### config.mk
export PLATFORM = sky130hd
export DESIGN_NAME = rtdc_counter
export DESIGN_NICKNAME = d
export VERILOG_FILES = /design/src/rtl/rtdc_pkg.sv /design/src/rtl/rtdc_counter.sv /design/src/rtl/rtdc_next.sv
export SDC_FILE = /design/constraint.sdc
export NUM_CORES = 1
export LEC_CHECK = 0
export ABC_AREA = 1
export BUFFER_PORTS_ARGS = -buffer_cell sky130_fd_sc_hd__buf_2
export CORE_ASPECT_RATIO = 1.4
export CORE_UTILIZATION = 35
export CTS_CLUSTER_SIZE = 20
export DETAILED_ROUTE_END_ITERATION = 8
export PLACE_DENSITY = 0.67
export SLEW_MARGIN = 20
export SYNTH_ARGS = -nofsm -noshare
export SYNTH_HDL_FRONTEND = slang
export SYNTH_SLANG_ARGS = --single-unit
### constraint.sdc
create_clock -name core_clk -period 3.1 [get_ports core_clk]
set_clock_uncertainty 0.2 [all_clocks]
set_input_delay 0.465 -clock core_clk [delete_from_list [all_inputs] [get_ports core_clk]]
set_output_delay 0.465 -clock core_clk [all_outputs]
set_load 0.02 [all_outputs]
### src/rtl/rtdc_pkg.sv
// package: constants, types and mode decoding for the root thread debug counter
package rtdc_pkg;

    localparam int CNT_W = 24;
    localparam int TAG_W = 32;
    localparam int ADDR_W = 8;
    localparam int DATA_W = 32;

    // register byte offsets
    localparam logic [ADDR_W-1:0] OFF_CTRL = 8'h00;
    localparam logic [ADDR_W-1:0] OFF_TAG = 8'h04;
    localparam logic [ADDR_W-1:0] OFF_COUNT = 8'h08;
    localparam logic [ADDR_W-1:0] OFF_STATUS = 8'h0C;

    // control register field positions
    localparam int CTRL_SEL_LSB = 0;
    localparam int CTRL_SEL_W = 2;
    localparam int CTRL_MODE_LSB = 4;
    localparam int CTRL_MODE_W = 3;

    // count-select codes
    localparam logic [1:0] SEL_FREE = 2'h0;
    localparam logic [1:0] SEL_FROZEN = 2'h1;
    localparam logic [1:0] SEL_ONCE = 2'h2;
    localparam logic [1:0] SEL_ALWAYS = 2'h3;

    // front end operating mode codes
    localparam logic [2:0] MODE_GENERAL = 3'h0;
    localparam logic [2:0] MODE_SLICE_FED = 3'h1;
    localparam logic [2:0] MODE_BITSTREAM_DECODE = 3'h2;
    localparam logic [2:0] MODE_H264_TRANSFORM = 3'h3;
    localparam logic [2:0] MODE_H264_MOTION_COMP = 3'h4;
    localparam logic [2:0] MODE_VC_INVERSE_TRANSFORM = 3'h5;

    // reset values
    localparam logic [CNT_W-1:0] RST_COUNT = 24'h000000;
    localparam logic [1:0] RST_SEL = SEL_FREE;
    localparam logic [2:0] RST_MODE = MODE_GENERAL;
    localparam logic [TAG_W-1:0] RST_TAG = 32'h00000000;
    localparam logic [DATA_W-1:0] RD_ZERO = 32'h00000000;

    typedef enum logic [2:0] {
        ARM_IDLE = 3'b001,
        ARM_WAIT = 3'b010,
        ARM_RUN = 3'b100
    } rtdc_arm_t;

    typedef struct packed {
        logic wr;
        logic rd;
        logic [ADDR_W-1:0] addr;
        logic [DATA_W-1:0] wdata;
    } rtdc_bus_t;

    // work arriving from the command stream or made by the decode hardware
    typedef struct packed {
        logic cmd_valid;
        logic mb_valid;
        logic mb_first;
        logic [TAG_W-1:0] tag;
    } rtdc_evt_t;

    function automatic logic rtdc_is_general(input logic [2:0] mode);
        return (mode == MODE_GENERAL) || (mode == MODE_SLICE_FED);
    endfunction : rtdc_is_general

    function automatic logic rtdc_is_decode(input logic [2:0] mode);
        return mode == MODE_BITSTREAM_DECODE;
    endfunction : rtdc_is_decode

    function automatic logic rtdc_is_xform(input logic [2:0] mode);
        return (mode == MODE_H264_TRANSFORM) || (mode == MODE_H264_MOTION_COMP)
            || (mode == MODE_VC_INVERSE_TRANSFORM);
    endfunction : rtdc_is_xform

endpackage : rtdc_pkg

### src/rtl/rtdc_counter.sv
// root thread debug counter: state registers, counter and register port
//
// Design decisions made here: the address-and-strobe port and the address map.
`timescale 1ns/1ps
`default_nettype none
module rtdc_counter #(
    parameter bit SAVE_RESTORE = 1'b1
) (
    input wire logic core_clk,
    input wire logic rst_n,
    input wire rtdc_pkg::rtdc_bus_t bus,
    input wire rtdc_pkg::rtdc_evt_t evt,
    output logic [rtdc_pkg::DATA_W-1:0] rd_data,
    output logic [rtdc_pkg::CNT_W-1:0] dbg_count,
    output logic thread_pulse,
    output logic [rtdc_pkg::CNT_W-1:0] thread_count
);
    import rtdc_pkg::*;

    ////////////////////////////////////////////////////////////////////////
    // state

    logic [1:0] sel_reg;
    logic [2:0] mode_reg;
    logic [TAG_W-1:0] tag_reg;
    logic [CNT_W-1:0] count_reg;
    logic [CNT_W-1:0] count_next;
    rtdc_arm_t arm_reg;
    rtdc_arm_t arm_next;
    logic [DATA_W-1:0] rd_data_reg;
    logic [DATA_W-1:0] rd_data_next;
    logic thread_pulse_reg;
    logic [CNT_W-1:0] thread_count_reg;

    ////////////////////////////////////////////////////////////////////////
    // address decode

    wire wr_ctrl = bus.wr && (bus.addr == OFF_CTRL);
    wire wr_tag = bus.wr && (bus.addr == OFF_TAG);
    // restore only exists where the counter travels with the context
    wire wr_count = SAVE_RESTORE && bus.wr && (bus.addr == OFF_COUNT);
    wire [1:0] wsel = bus.wdata[CTRL_SEL_LSB +: CTRL_SEL_W];
    wire [2:0] wmode = bus.wdata[CTRL_MODE_LSB +: CTRL_MODE_W];
    // extended state in transform modes with select once loads the counter at the change
    wire xf_load = wr_ctrl && rtdc_is_xform(wmode) && (wsel == SEL_ONCE);
    wire [CNT_W-1:0] tag_low = tag_reg[CNT_W-1:0];

    ////////////////////////////////////////////////////////////////////////
    // counter datapath

    logic [CNT_W-1:0] ev_next;
    logic ev_loaded;
    logic ev_thread;

    rtdc_next u_next (
        .sel(sel_reg),
        .mode(mode_reg),
        .arm(arm_reg),
        .evt(evt),
        .count(count_reg),
        .count_next(ev_next),
        .loaded(ev_loaded),
        .thread_event(ev_thread)
    );

    // a software restore beats an extended state load, which beats work
    always_comb begin
        if (wr_count) begin
            count_next = bus.wdata[CNT_W-1:0];
        end else if (xf_load) begin
            count_next = tag_low;
        end else begin
            count_next = ev_next;
        end
    end

    // load arming across pipeline state changes
    always_comb begin
        arm_next = arm_reg;
        if (wr_ctrl) begin
            if (wsel != SEL_ONCE) begin
                arm_next = ARM_IDLE;
            end else if (rtdc_is_xform(wmode)) begin
                arm_next = ARM_RUN;
            end else begin
                arm_next = ARM_WAIT;
            end
        end else begin
            case (arm_reg)
                ARM_WAIT: begin
                    if (ev_loaded) begin
                        arm_next = ARM_RUN;
                    end
                end
                ARM_RUN: begin
                    arm_next = ARM_RUN;
                end
                default: begin
                    arm_next = ARM_IDLE;
                end
            endcase
        end
    end

    ////////////////////////////////////////////////////////////////////////
    // read mux

    always_comb begin
        rd_data_next = RD_ZERO;
        if (!bus.rd) begin
            rd_data_next = RD_ZERO;
        end else if (bus.addr == OFF_CTRL) begin
            rd_data_next[CTRL_SEL_LSB +: CTRL_SEL_W] = sel_reg;
            rd_data_next[CTRL_MODE_LSB +: CTRL_MODE_W] = mode_reg;
        end else if (bus.addr == OFF_TAG) begin
            rd_data_next = tag_reg;
        end else if (bus.addr == OFF_COUNT) begin
            rd_data_next[CNT_W-1:0] = count_reg;
        end else if (bus.addr == OFF_STATUS) begin
            rd_data_next[2:0] = arm_reg;
        end
    end

    ////////////////////////////////////////////////////////////////////////
    // registers

    always_ff @(posedge core_clk or negedge rst_n) begin
        if (!rst_n) begin
            sel_reg <= RST_SEL;
            mode_reg <= RST_MODE;
            tag_reg <= RST_TAG;
        end else begin
            if (wr_ctrl) begin
                sel_reg <= wsel;
                mode_reg <= wmode;
            end
            if (wr_tag) begin
                tag_reg <= bus.wdata;
            end
        end
    end

    always_ff @(posedge core_clk or negedge rst_n) begin
        if (!rst_n) begin
            count_reg <= RST_COUNT;
            arm_reg <= ARM_IDLE;
        end else begin
            count_reg <= count_next;
            arm_reg <= arm_next;
        end
    end

    always_ff @(posedge core_clk or negedge rst_n) begin
        if (!rst_n) begin
            rd_data_reg <= RD_ZERO;
            thread_pulse_reg <= 1'b0;
            thread_count_reg <= RST_COUNT;
        end else begin
            rd_data_reg <= rd_data_next;
            thread_pulse_reg <= ev_thread;
            thread_count_reg <= count_next;
        end
    end

    assign rd_data = rd_data_reg;
    assign dbg_count = count_reg;
    assign thread_pulse = thread_pulse_reg;
    assign thread_count = thread_count_reg;

    wire sw_touch = wr_ctrl || wr_count;
    wire gen_mode = rtdc_is_general(mode_reg);
    wire dec_mode = rtdc_is_decode(mode_reg);
    wire xf_mode = rtdc_is_xform(mode_reg);

    logic rst_seen_reg;
    always_ff @(posedge core_clk or negedge rst_n) begin
        if (!rst_n) begin
            rst_seen_reg <= 1'b0;
        end else begin
            rst_seen_reg <= 1'b1;
        end
    end
endmodule : rtdc_counter
`default_nettype wire

### src/rtl/rtdc_next.sv
// next-value logic of the debug counter for one work event
`timescale 1ns/1ps
`default_nettype none
module rtdc_next (
    input wire logic [1:0] sel,
    input wire logic [2:0] mode,
    input wire rtdc_pkg::rtdc_arm_t arm,
    input wire rtdc_pkg::rtdc_evt_t evt,
    input wire logic [rtdc_pkg::CNT_W-1:0] count,
    output logic [rtdc_pkg::CNT_W-1:0] count_next,
    output logic loaded,
    output logic thread_event
);
    import rtdc_pkg::*;

    wire is_gen = rtdc_is_general(mode);
    wire is_dec = rtdc_is_decode(mode);
    wire is_xf = rtdc_is_xform(mode);
    // decode mode counts generated macroblock threads, general and transform modes count commands
    wire ev = is_dec ? evt.mb_valid : ((is_gen || is_xf) && evt.cmd_valid);
    wire [CNT_W-1:0] inc_val = count + 24'h000001;
    wire [CNT_W-1:0] tag_val = evt.tag[CNT_W-1:0];

    assign thread_event = ev;

    always_comb begin
        count_next = count;
        loaded = 1'b0;
        if (ev) begin
            case (sel)
                SEL_FREE: begin
                    count_next = inc_val;
                end
                SEL_FROZEN: begin
                    count_next = count;
                end
                SEL_ONCE: begin
                    if (arm == ARM_WAIT) begin
                        // decode mode waits for the first macroblock of a slice
                        if (!is_dec || evt.mb_first) begin
                            count_next = tag_val;
                            loaded = 1'b1;
                        end
                    end else if (arm == ARM_RUN) begin
                        count_next = inc_val;
                    end
                end
                default: begin
                    // reserved outside general modes: hold
                    if (is_gen) begin
                        count_next = tag_val;
                    end
                end
            endcase
        end
    end

endmodule : rtdc_next
`default_nettype wire

After elaboration in Yosys (flattened, before gate mapping)
Cells that the tools add are included.
{"block": "word_totals", "word_cells": 77, "latch_bits": 0, "output_inout_bits": 81, "input_bits": 79, "mem_bits_ro": 0, "mem_count": 0, "regBits": 97, "ram_bits": 0}
{"block": "classes", "n_div": 0, "n_mux": 28, "bitwise": 0, "n_eq_ne": 21, "n_lt_le_gt_ge": 0, "mul": 0, "n_reduce_logical": 20, "shifts": 0, "n_addsub": 1}
{"op": "24-bit two-way mux", "count": 8}
{"op": "24-bit case mux with 3 select lines", "count": 1}
{"op": "32-bit two-way mux", "count": 1}
{"op": "25-bit two-way mux", "count": 1}
{"op": "24-bit by 1-bit adder with 24-bit output (second input constant)", "count": 1}
{"op": "21-bit two-way mux", "count": 1}
{"op": "3-bit two-way mux", "count": 7}
{"op": "8-bit by 4-bit == test with 1-bit output (second input constant)", "count": 2}
{"op": "3-bit == test (second input constant)", "count": 5}
{"op": "3-bit by 2-bit == test with 1-bit output (second input constant)", "count": 4}
{"op": "8-bit by 3-bit == test with 1-bit output (second input constant)", "count": 1}
{"op": "8-bit logical NOT", "count": 1}
{"op": "8-bit two-way mux", "count": 1}
{"op": "1-bit logical OR", "count": 7}
{"op": "1-bit logical AND", "count": 6}
{"op": "3-bit != test (second input constant)", "count": 2}
{"op": "3-bit case mux with 2 select lines", "count": 1}
{"op": "1-bit two-way mux", "count": 5}
{"op": "5-bit by 3-bit != test with 1-bit output (second input constant)", "count": 1}
{"op": "5-bit != test (second input constant)", "count": 1}
{"op": "5-bit AND reduction", "count": 1}
{"op": "5-bit nonzero test", "count": 1}
{"op": "2-bit == test (second input constant)", "count": 2}
{"op": "2-bit two-way mux", "count": 2}
{"op": "7 further kinds", "count": 7}

Logic depth before layout (Yosys ltp)
Gate-level depths: netlist (run 1).
{"block": "logic_depth", "word_depth": 10, "mapped_depth": 13}

Cells and area by module
From an unflattened synthesis (run 1), not the netlist that was laid out.
{"block": "unflattened", "hier_cells": 1159, "area_unflattened_um2": 7538.5}
{"mod": "rtdc_counter", "seq_area_each_um2": 2428.6, "area_per_inst_um2": 4719.5, "n_inst": 1, "cells_each": 546}
{"mod": "rtdc_next", "seq_area_each_um2": 0.0, "area_per_inst_um2": 2819.0, "n_inst": 1, "cells_each": 613}

Least setup slack after synthesis (run 1)
No wires, ideal clock.
{"block": "synth_path", "path_kind": "reg2reg", "from": "reg, netlist name thread_count[0]", "to": "reg thread_count_reg[16], in the netlist thread_count[16]", "path_slack_ps": 1107, "arrival_ps": 1676, "path_stages_with_launch": 13, "setup_time_ps": 117, "synth_period_minus_slack_ps": 1993, "path_cell_list": "dfrtp_1 -> ha_1 -> nand3_1 -> nor2_4 -> nand2_1 -> nor2_2 -> nand3_1 -> nand2_1 -> nand2_1 -> nand2_1 -> nand2_1 -> nand2_1 -> nand2_1"}
{"item": "to (signal assigned)", "line": "rtdc_counter.sv:161", "text": "thread_count_reg <= count_next;"}
{"item": "to (decl)", "line": "rtdc_counter.sv:33", "text": "logic [CNT_W-1:0] thread_count_reg;"}

==> summary.txt, run 1 <==
Run status
  – Status: complete, no violations

Yosys
  – XOR/XNOR Fraction of Synth Area: 0.463%
  – Main flop type after synthesis: dfrtp_1
  – Async SR Flop Fraction: 100%
  – Synth Area in Adders: less than 1%
  – Simple-Gate Fraction of Synth Area: 31.4%
  – Sequential share of the synthesized area: between 40% and 50%
  – Leading area contributor after synthesis: dfrtp_1
  – Synth area leaders: dfrtp_1 42%, nand2_1 17%, nor2_1 6.4%
  – Post-synthesis instance area: 0.00568 mm2
  – Largest family of logic cells by synthesized area: simple AND/OR/NAND/NOR gates
  – Avg Cell Area, Syn: 7.32 um2
  – Synthesis-stage register bit count: 97
  – Mux share of post-synthesis cell area: 3.17%
  – Synth Instances: ~780
  – Yosys cell types: 39
  – Number of synthesis warnings: 0
  – Syn Nets: roughly 860
  – Synth Area in Compound Gates: between 10% and 20%
  – Share of the synthesized area in the top cell type: 42.3%
  – Post-synth EDFFs: 0

Routing
  – Wire per inst: 15.1 um
  – Routed vias: about 5,400
  – Post-route ant nets: 0
  – Drt total wl: 16,600 um
  – DR pass1 iterations: 5
  – # DRC: 0
  – Initial DRC Count: 330
  – Vias/cell: about 5

Setup path
  – Flop-to-flop setup slack: 810 ps
  – Critical Path Source Type: register
  – R2R depth: 12
  – Arrival @ worst endpoint: 2330 ps
  – CP Class: reg2reg
  – Critical R2R Launch: thread_count[0]$_DFFE_PN0P_
  – Worst path max stage delay: 500 ps
  – Worst setup EP type: register
  – Crit-path cells: ha_1, nand3_1, nor2_4, nand2_1, nor2_2, nand3_1, nand2_1, nand2_1, nand2_1, nand2_1, nand2_1, nand2_1
  – CP dominant cell by count: nand2_1
  – RR Endpoint: thread_count[16]$_DFFE_PN0P_
  – Crit path max fanout: 7
  – Slowest CP cell: dfrtp_1
  – CP required: 3140 ps

Power and ir drop
  – Sw frac: 37.5%
  – VDD IR-drop max: 0.310 mV
  – Flop pwr share: 40.2%
  – Leakage: 3.69 nW
  – Clock power frac: 31.2%
  – Power Dens Cells: 616 mW/mm2
  – Total Power: around 4.2 mW
  – Power share of the combinational group: 28.6%
  – P_sw: ~1.6 mW
  – Internal power: approximately 2.6 mW

CTS
  – Worst-case clock buffer depth: 2
  – Post-CTS setup buffer count: 0
  – Post-CTS resize count: 0
  – CTS H-tree depth: 3
  – Clock Sink Count: 97
  – Clock Pin Slew Worst Setup and Hold Paths: 70 ps
  – Insertion delay to the later sink of the worst-skew pair: 350 ps
  – Root buffer cell: clkbuf_16
  – Num CTS Buffers: 9
  – Hold Buf Count CTS: 0
  – TritonCTS clock tree: done

Cells and area
  – Synth-to-Final Area Change: 19.5%
  – Util after Layout: between 40% and 50%
  – Final nets: around 980
  – Share of layout cells above drive strength 1: 24.7%
  – Fill count: 1,651

Floorplanning
  – IO Pins: 160
  – Die height: 153 um
  – Full die area: around 0.017 mm2
  – Core Region: 0.0157 mm2
  – Die X-Extent: approximately 110 um
  – Row cnt: 54
  – Initial core utilization: 36.1%

STA
  – Worst slew margin: between 30 and 40%
  – Hold Violations, Final: 0
  – RSZ-0062 raised after global routing: false
  – Tmin final: 2290 ps
  – Setup TNS: 0 ps
  – Max-slew violation count: 0
  – Slew @ Worst Pin: 959 ps
  – Hold WS: 57.6 ps
  – Fmax: 436 MHz
  – Fin crit share: roughly three quarters
  – Final setup violating endpoints: 0

Placement
  – DP Wirelength: 12,000 um
  – Number of port buffers: 151
  – RD Place Congestion: roughly 0.90

GRT
  – Largest net degree at the start of global routing: between 70 and 80
  – Tot GR Track Use: 20.8%
  – Initial antenna violation count: 1
  – Global route overflow: 0
  – First-pass GRT wire length: between 20,000 and 30,000 um
  – Vias in the first global route: roughly 5,200

Worst hold path
  – Worst Hold Class: in2async

Flow run
  – Max Cap Viol: 0
==> logic make-up (layout without fill, tap and decap cells) <==
logic type | Yosys count | count (layout)
adder cells (fa/ha/maj) | 1 | 1
buffers and inverters | 127 | 254
flip-flops | 97 | 97
multiplexers | 16 | 16
AO/OA/AOI/OAI | 111 | 111
AND/OR/NAND/NOR | 420 | 420
XOR/XNOR | 3 | 3
other | 0 | 2
==> power by group through the flow <==
stage                     registers (mW)  logic [mW]  clock network, mW
after floorplan                     1.75       0.815                  0
after global placement              1.69        1.19                  0
after detailed placement            1.70        1.20                  0
after CTS                           1.67        1.20               1.32
after global routing                1.71        1.34               1.35
final                               1.68        1.20               1.30
==> cell usage in the layout, fill, tap and decap left out, types with 2 or more instances in the layout <==
cell and n:
nand2_1 252, buf_2 150, nor2_1 97, dfrtp_1 96, inv_1 67, a21oi_1 49, nand3_1 45, o21ai_0 25
mux2_2 16, buf_4 15, o21ai_1 13, o211ai_1 12, clkbuf_16 9, inv_2 5, nand4_1 5, o21bai_1 5
nor2_4 4, nor2_2 4, nand2_2 3, xor2_1 3, bufinv_16 3, clkinv_4 3, diode_2 2, nor2_8 2
a31oi_1 2, o21ai_2 2
==> how the worst max path moves through the flow <==
| stage | to | slack [ps] | cells past startpoint | start |
|---|---|---|---|---|
| floorplan | thread_count[16]$_DFFE_PN0P_ | 1110 | 12 | thread_count[0]$_DFFE_PN0P_ |
| global placement | thread_count[3]$_DFFE_PN0P_ | 600 | 12 | bus[33] |
| detailed placement | thread_count[0]$_DFFE_PN0P_ | 590 | 12 | bus[33] |
| CTS | thread_count[16]$_DFFE_PN0P_ | 840 | 12 | thread_count[0]$_DFFE_PN0P_ |
| global route | thread_count[16]$_DFFE_PN0P_ | 600 | 12 | thread_count[0]$_DFFE_PN0P_ |
| finish | thread_count[16]$_DFFE_PN0P_ | 810 | 12 | thread_count[0]$_DFFE_PN0P_ |
==> worst max-delay path, delay by kind of cell, from the launching register on <==
kind	cells	cell delay, ps
flip-flops	1	500
AND/OR/NAND/NOR	11	1250
adder cells (fa/ha/maj)	1	240
==> through the flow <==
step | worst slack (ps) | instance area (um2) | cells
6_report | 808 | 6780 | 1100
5_1_grt | 597 | 6780 | 1098
4_1_cts | 836 | 6780 | 1098
3_5_place_dp | 589 | 6430 | 1082
3_3_place_gp | 605 | 6430 | 1082
2_1_floorplan | 1110 | 5680 | 775
==> layer usage <==
metal,track usage [%],wire length [um]
met1,24.1,6590
met2,36.0,8460
met3,4.41,1020
met4,9.52,546
met5,0,0
==> area by class of cell <==
cell class                      instances  area (um2)  area share, %
Timing Repair Buffer                  165         863           12.7
Clock inverter                          6         116           1.72
Multi-Input combinational cell        551        2620           38.6
Antenna cell                            2        5.00         0.0738
Clock buffer                           10         229           3.38
Tap cell                              196         245           3.62
Sequential cell                        97        2430           35.8
Inverter                               73         274           4.04
==> synthesized netlist by cell type (6+ instances only) <==
cell,instances
nand2_1,253
nor2_1,97
dfrtp_1,96
inv_1,67
a21oi_1,49
nand3_1,45
buf_4,27
o21ai_0,25
buf_2,16
mux2_2,16
o21ai_1,13
o211ai_1,12
clkbuf_1,6
Note: power is estimated with default switching activity, not from simulation.
==> run 2, diff against run 1 <==
- PLACE_DENSITY: 0.67 -> 0.7
- clock period: 3.1 -> 1.9 ns (I/O delays scaled with it)
==> summary.txt, run 2 (synthesis gave the netlist of run 1 again) <==
CTS
  – Num CTS Buffers: 9 (unchanged)
  – CTS H-tree depth: 3 (unchanged)
  – Root buffer cell: clkbuf_16
  – Insertion delay to the later sink of the worst-skew pair: 350 ps (about the same)
  – Clock Pin Slew Worst Setup and Hold Paths: 80 ps (about the same)
  – Clock Sink Count: 97 (unchanged)
  – TritonCTS clock tree: done
  – Worst-case clock buffer depth: 2 (unchanged)

Floorplanning
  – Row cnt: 54 (unchanged)
  – IO Pins: 160 (unchanged)
  – Die X-Extent: 110 um (unchanged)
  – Full die area: 0.0167 mm2 (unchanged)
  – Die height: 153 um (unchanged)
  – Initial core utilization: 36.1% (unchanged)
  – Core Region: 0.0157 mm2 (unchanged)

Flow run
  – Max Cap Viol: 0 (unchanged)

STA
  – Hold Violations, Final: 0 (unchanged)
  – Tmin final: 1920 ps (-368 ps)
  – Max-slew violation count: 0 (unchanged)
  – Worst slew margin: 72.1% (+36 points)
  – RSZ-0062 raised after global routing: true
  – Hold WS: 5.80 ps (-51.8 ps)
  – Fin crit share: 101% (+27 points)
  – Slew @ Worst Pin: 419 ps (-540 ps)
  – Final setup violating endpoints: 5 (+5)
  – Final setup margin: -24.4 ps (-832 ps)
  – Fmax: 520 MHz (+19%)

Run status
  – Failing checks: negative setup slack
  – Status: complete, but fails checks

Setup path
  – Worst setup EP type: register
  – Arrival @ worst endpoint: 1990 ps (-340 ps)
  – R2R depth: 10 (-2)
  – RR Endpoint: thread_count[6]$_DFFE_PN0P_
  – Critical R2R Launch: arm_reg[0]$_DFFE_PN1P_
  – CP dominant cell by count: nor2_4
  – CP required: 1970 ps (-1170 ps)
  – Crit-path cells: inv_2, nand3b_4, nand2_2, o21ai_2, buf_4, nor2_4, nor2_4, nand2_4, buf_12, o211ai_1
  – Slowest CP cell: dfstp_2
  – Critical Path Source Type: register
  – Crit path max fanout: 5 (-2)
  – CP Class: reg2reg
  – Worst path max stage delay: 550 ps (+50 ps)
  – Flop-to-flop setup slack: -20 ps (-830 ps)

Worst hold path
  – Worst Hold Launch: bus[18]
  – Hold Path Stages: 3
  – Hold path endpoint: tag_reg[18]$_DFFE_PN0P_
  – Worst Hold Class: in2reg

Cells and area
  – Fill count: 1,529 (-7.4%)
  – Synth-to-Final Area Change: 37.4%
  – Fin area: 0.00780 mm2 (+15%)
  – Final nets: 1,066 (+9.1%)
  – ANT cells: 0 (-2)
  – Most common cell after layout, fill and taps aside: nand2_1
  – Multi-input combinational cell area: 0.00280 mm2 (+6.6%)
  – Commonest cells after routing, fill and taps aside: 243 x nand2_1, 150 x buf_2, 94 x dfrtp_1
  – Non-Filler Instances: 1,187 (+7.9%)
  – Seq. cell area: 0.00243 mm2 (+0.10%)
  – Share of layout cells above drive strength 1: 33.9% (+9.2 points)

Routing
  – Vias/cell: 4.93 (+0.98%)
  – DR pass1 iterations: 6 (+1)
  – Wire per inst: 15.1 um (+0.13%)
  – Drt total wl: 18,000 um (+8.1%)
  – # DRC: 0 (unchanged)
  – Routed vias: 5,846 (+9.0%)
  – Initial DRC Count: 406 (+23%)
  – Post-route ant nets: 0 (unchanged)

Placement
  – Placed insts: 1,145 (+5.8%)
  – RD Place Congestion: 0.908 (+1.0%)
  – DP Wirelength: 13,100 um (+9.2%)
  – Number of port buffers: 151 (unchanged)
  – Placed cell areas: 0.00701 mm2 (+9.0%)

Power and ir drop
  – Total Power: 7.19 mW (+72%)
  – Leakage: 4.18 nW (+13%)
  – VDD IR-drop max: 0.505 mV (+63%)
  – Power Dens Cells: 922 mW/mm2 (+50%)

GRT
  – Initial antenna violation count: 0 (-1)
  – Global route overflow: 0 (unchanged)
  – First-pass GRT wire length: 28,300 um (+6.8%)
  – Vias in the first global route: 5,568 (+7.5%)
  – Largest net degree at the start of global routing: 41 (-45%)
  – Tot GR Track Use: 22.2% (+1.4 points)
## run 2: changes by cell type in the layout (fill, tap and decap cells not counted), moves of 4 or more
cell and change:
buf_12 +7, buf_4 +57, buf_6 +4, dlygate4sd3_1 +18, nand2_1 -9, nand2_2 +8, nand3_1 -5, nand3_2 +5
nor2_1 -15, nor2_2 +7, nor2_4 +8
## run 2: how the worst max path moves through the flow
stage,startpoint,slack [ps],to
final,arm_reg[0]$_DFFE_PN1P_,-20,thread_count[6]$_DFFE_PN0P_
after global routing,thread_count[3]$_DFFE_PN0P_,-150,thread_count[17]$_DFFE_PN0P_
after CTS,arm_reg[0]$_DFFE_PN1P_,-30,thread_count[3]$_DFFE_PN0P_
after detailed placement,arm_reg[0]$_DFFE_PN1P_,-90,thread_count[3]$_DFFE_PN0P_
after global placement,arm_reg[0]$_DFFE_PN1P_,-40,thread_count[23]$_DFFE_PN0P_
after floorplan,thread_count[0]$_DFFE_PN0P_,40,thread_count[16]$_DFFE_PN0P_
## run 2: worst max-delay path: cells and delay by family (launching register included)
family                 cells  cell delay, ps
DFF                        1             550
and+or+nand+nor            5             410
buffers and inverters      3             340
AOI/OAI and AO/OA          2             330
## run 2: layer usage
layer,global-route usage (%),part of all wire [%],vias to the layer above
met2,38.8,52,230
met5,0,0,-
met4,9.02,2.7,0
li1,-,-,2864
met3,3.89,5.9,46
met1,26.4,40,2706
## run 2: cell type report
type | count | share of cell area [%]
Timing Repair Buffer | 254 | 22.3
Clock buffer | 9 | 2.89
Sequential cell | 97 | 31.2
Clock inverter | 7 | 1.15
Inverter | 73 | 3.51
Tap cell | 196 | 3.14
Multi-Input combinational cell | 551 | 35.8
## run 2: where the power goes
group / internal [mW] / leakage, nW / total, mW / switching (mW)
logic: 1.06 / 2.74 / 2.69 / 1.62
registers: 2.29 / 1.29 / 2.54 / 0.256
clock network: 1.06 / 0.156 / 1.96 / 0.898
## run 2: per-stage QoR
step	utilization, %	worst slack (ps)	setup TNS, ps
finish	49.5	-24.4	-55.6
global route	49.5	-150	-2460
CTS	49.1	-29.9	-224
detailed placement	44.5	-92.2	-1330
global placement	44.5	-42.8	-313
floorplan	-	40.6	0
## run 2: timing repair
item / CTS / global route
pin swaps: 13 / 19
setup endpoints to repair: 19 / 24
setup buffers: 7 / 0
gates resized for setup: 23 / 36
endpoints found under the hold margin: 41 / 0
gates cloned: 4 / 0
hold buffers: 18 / 0
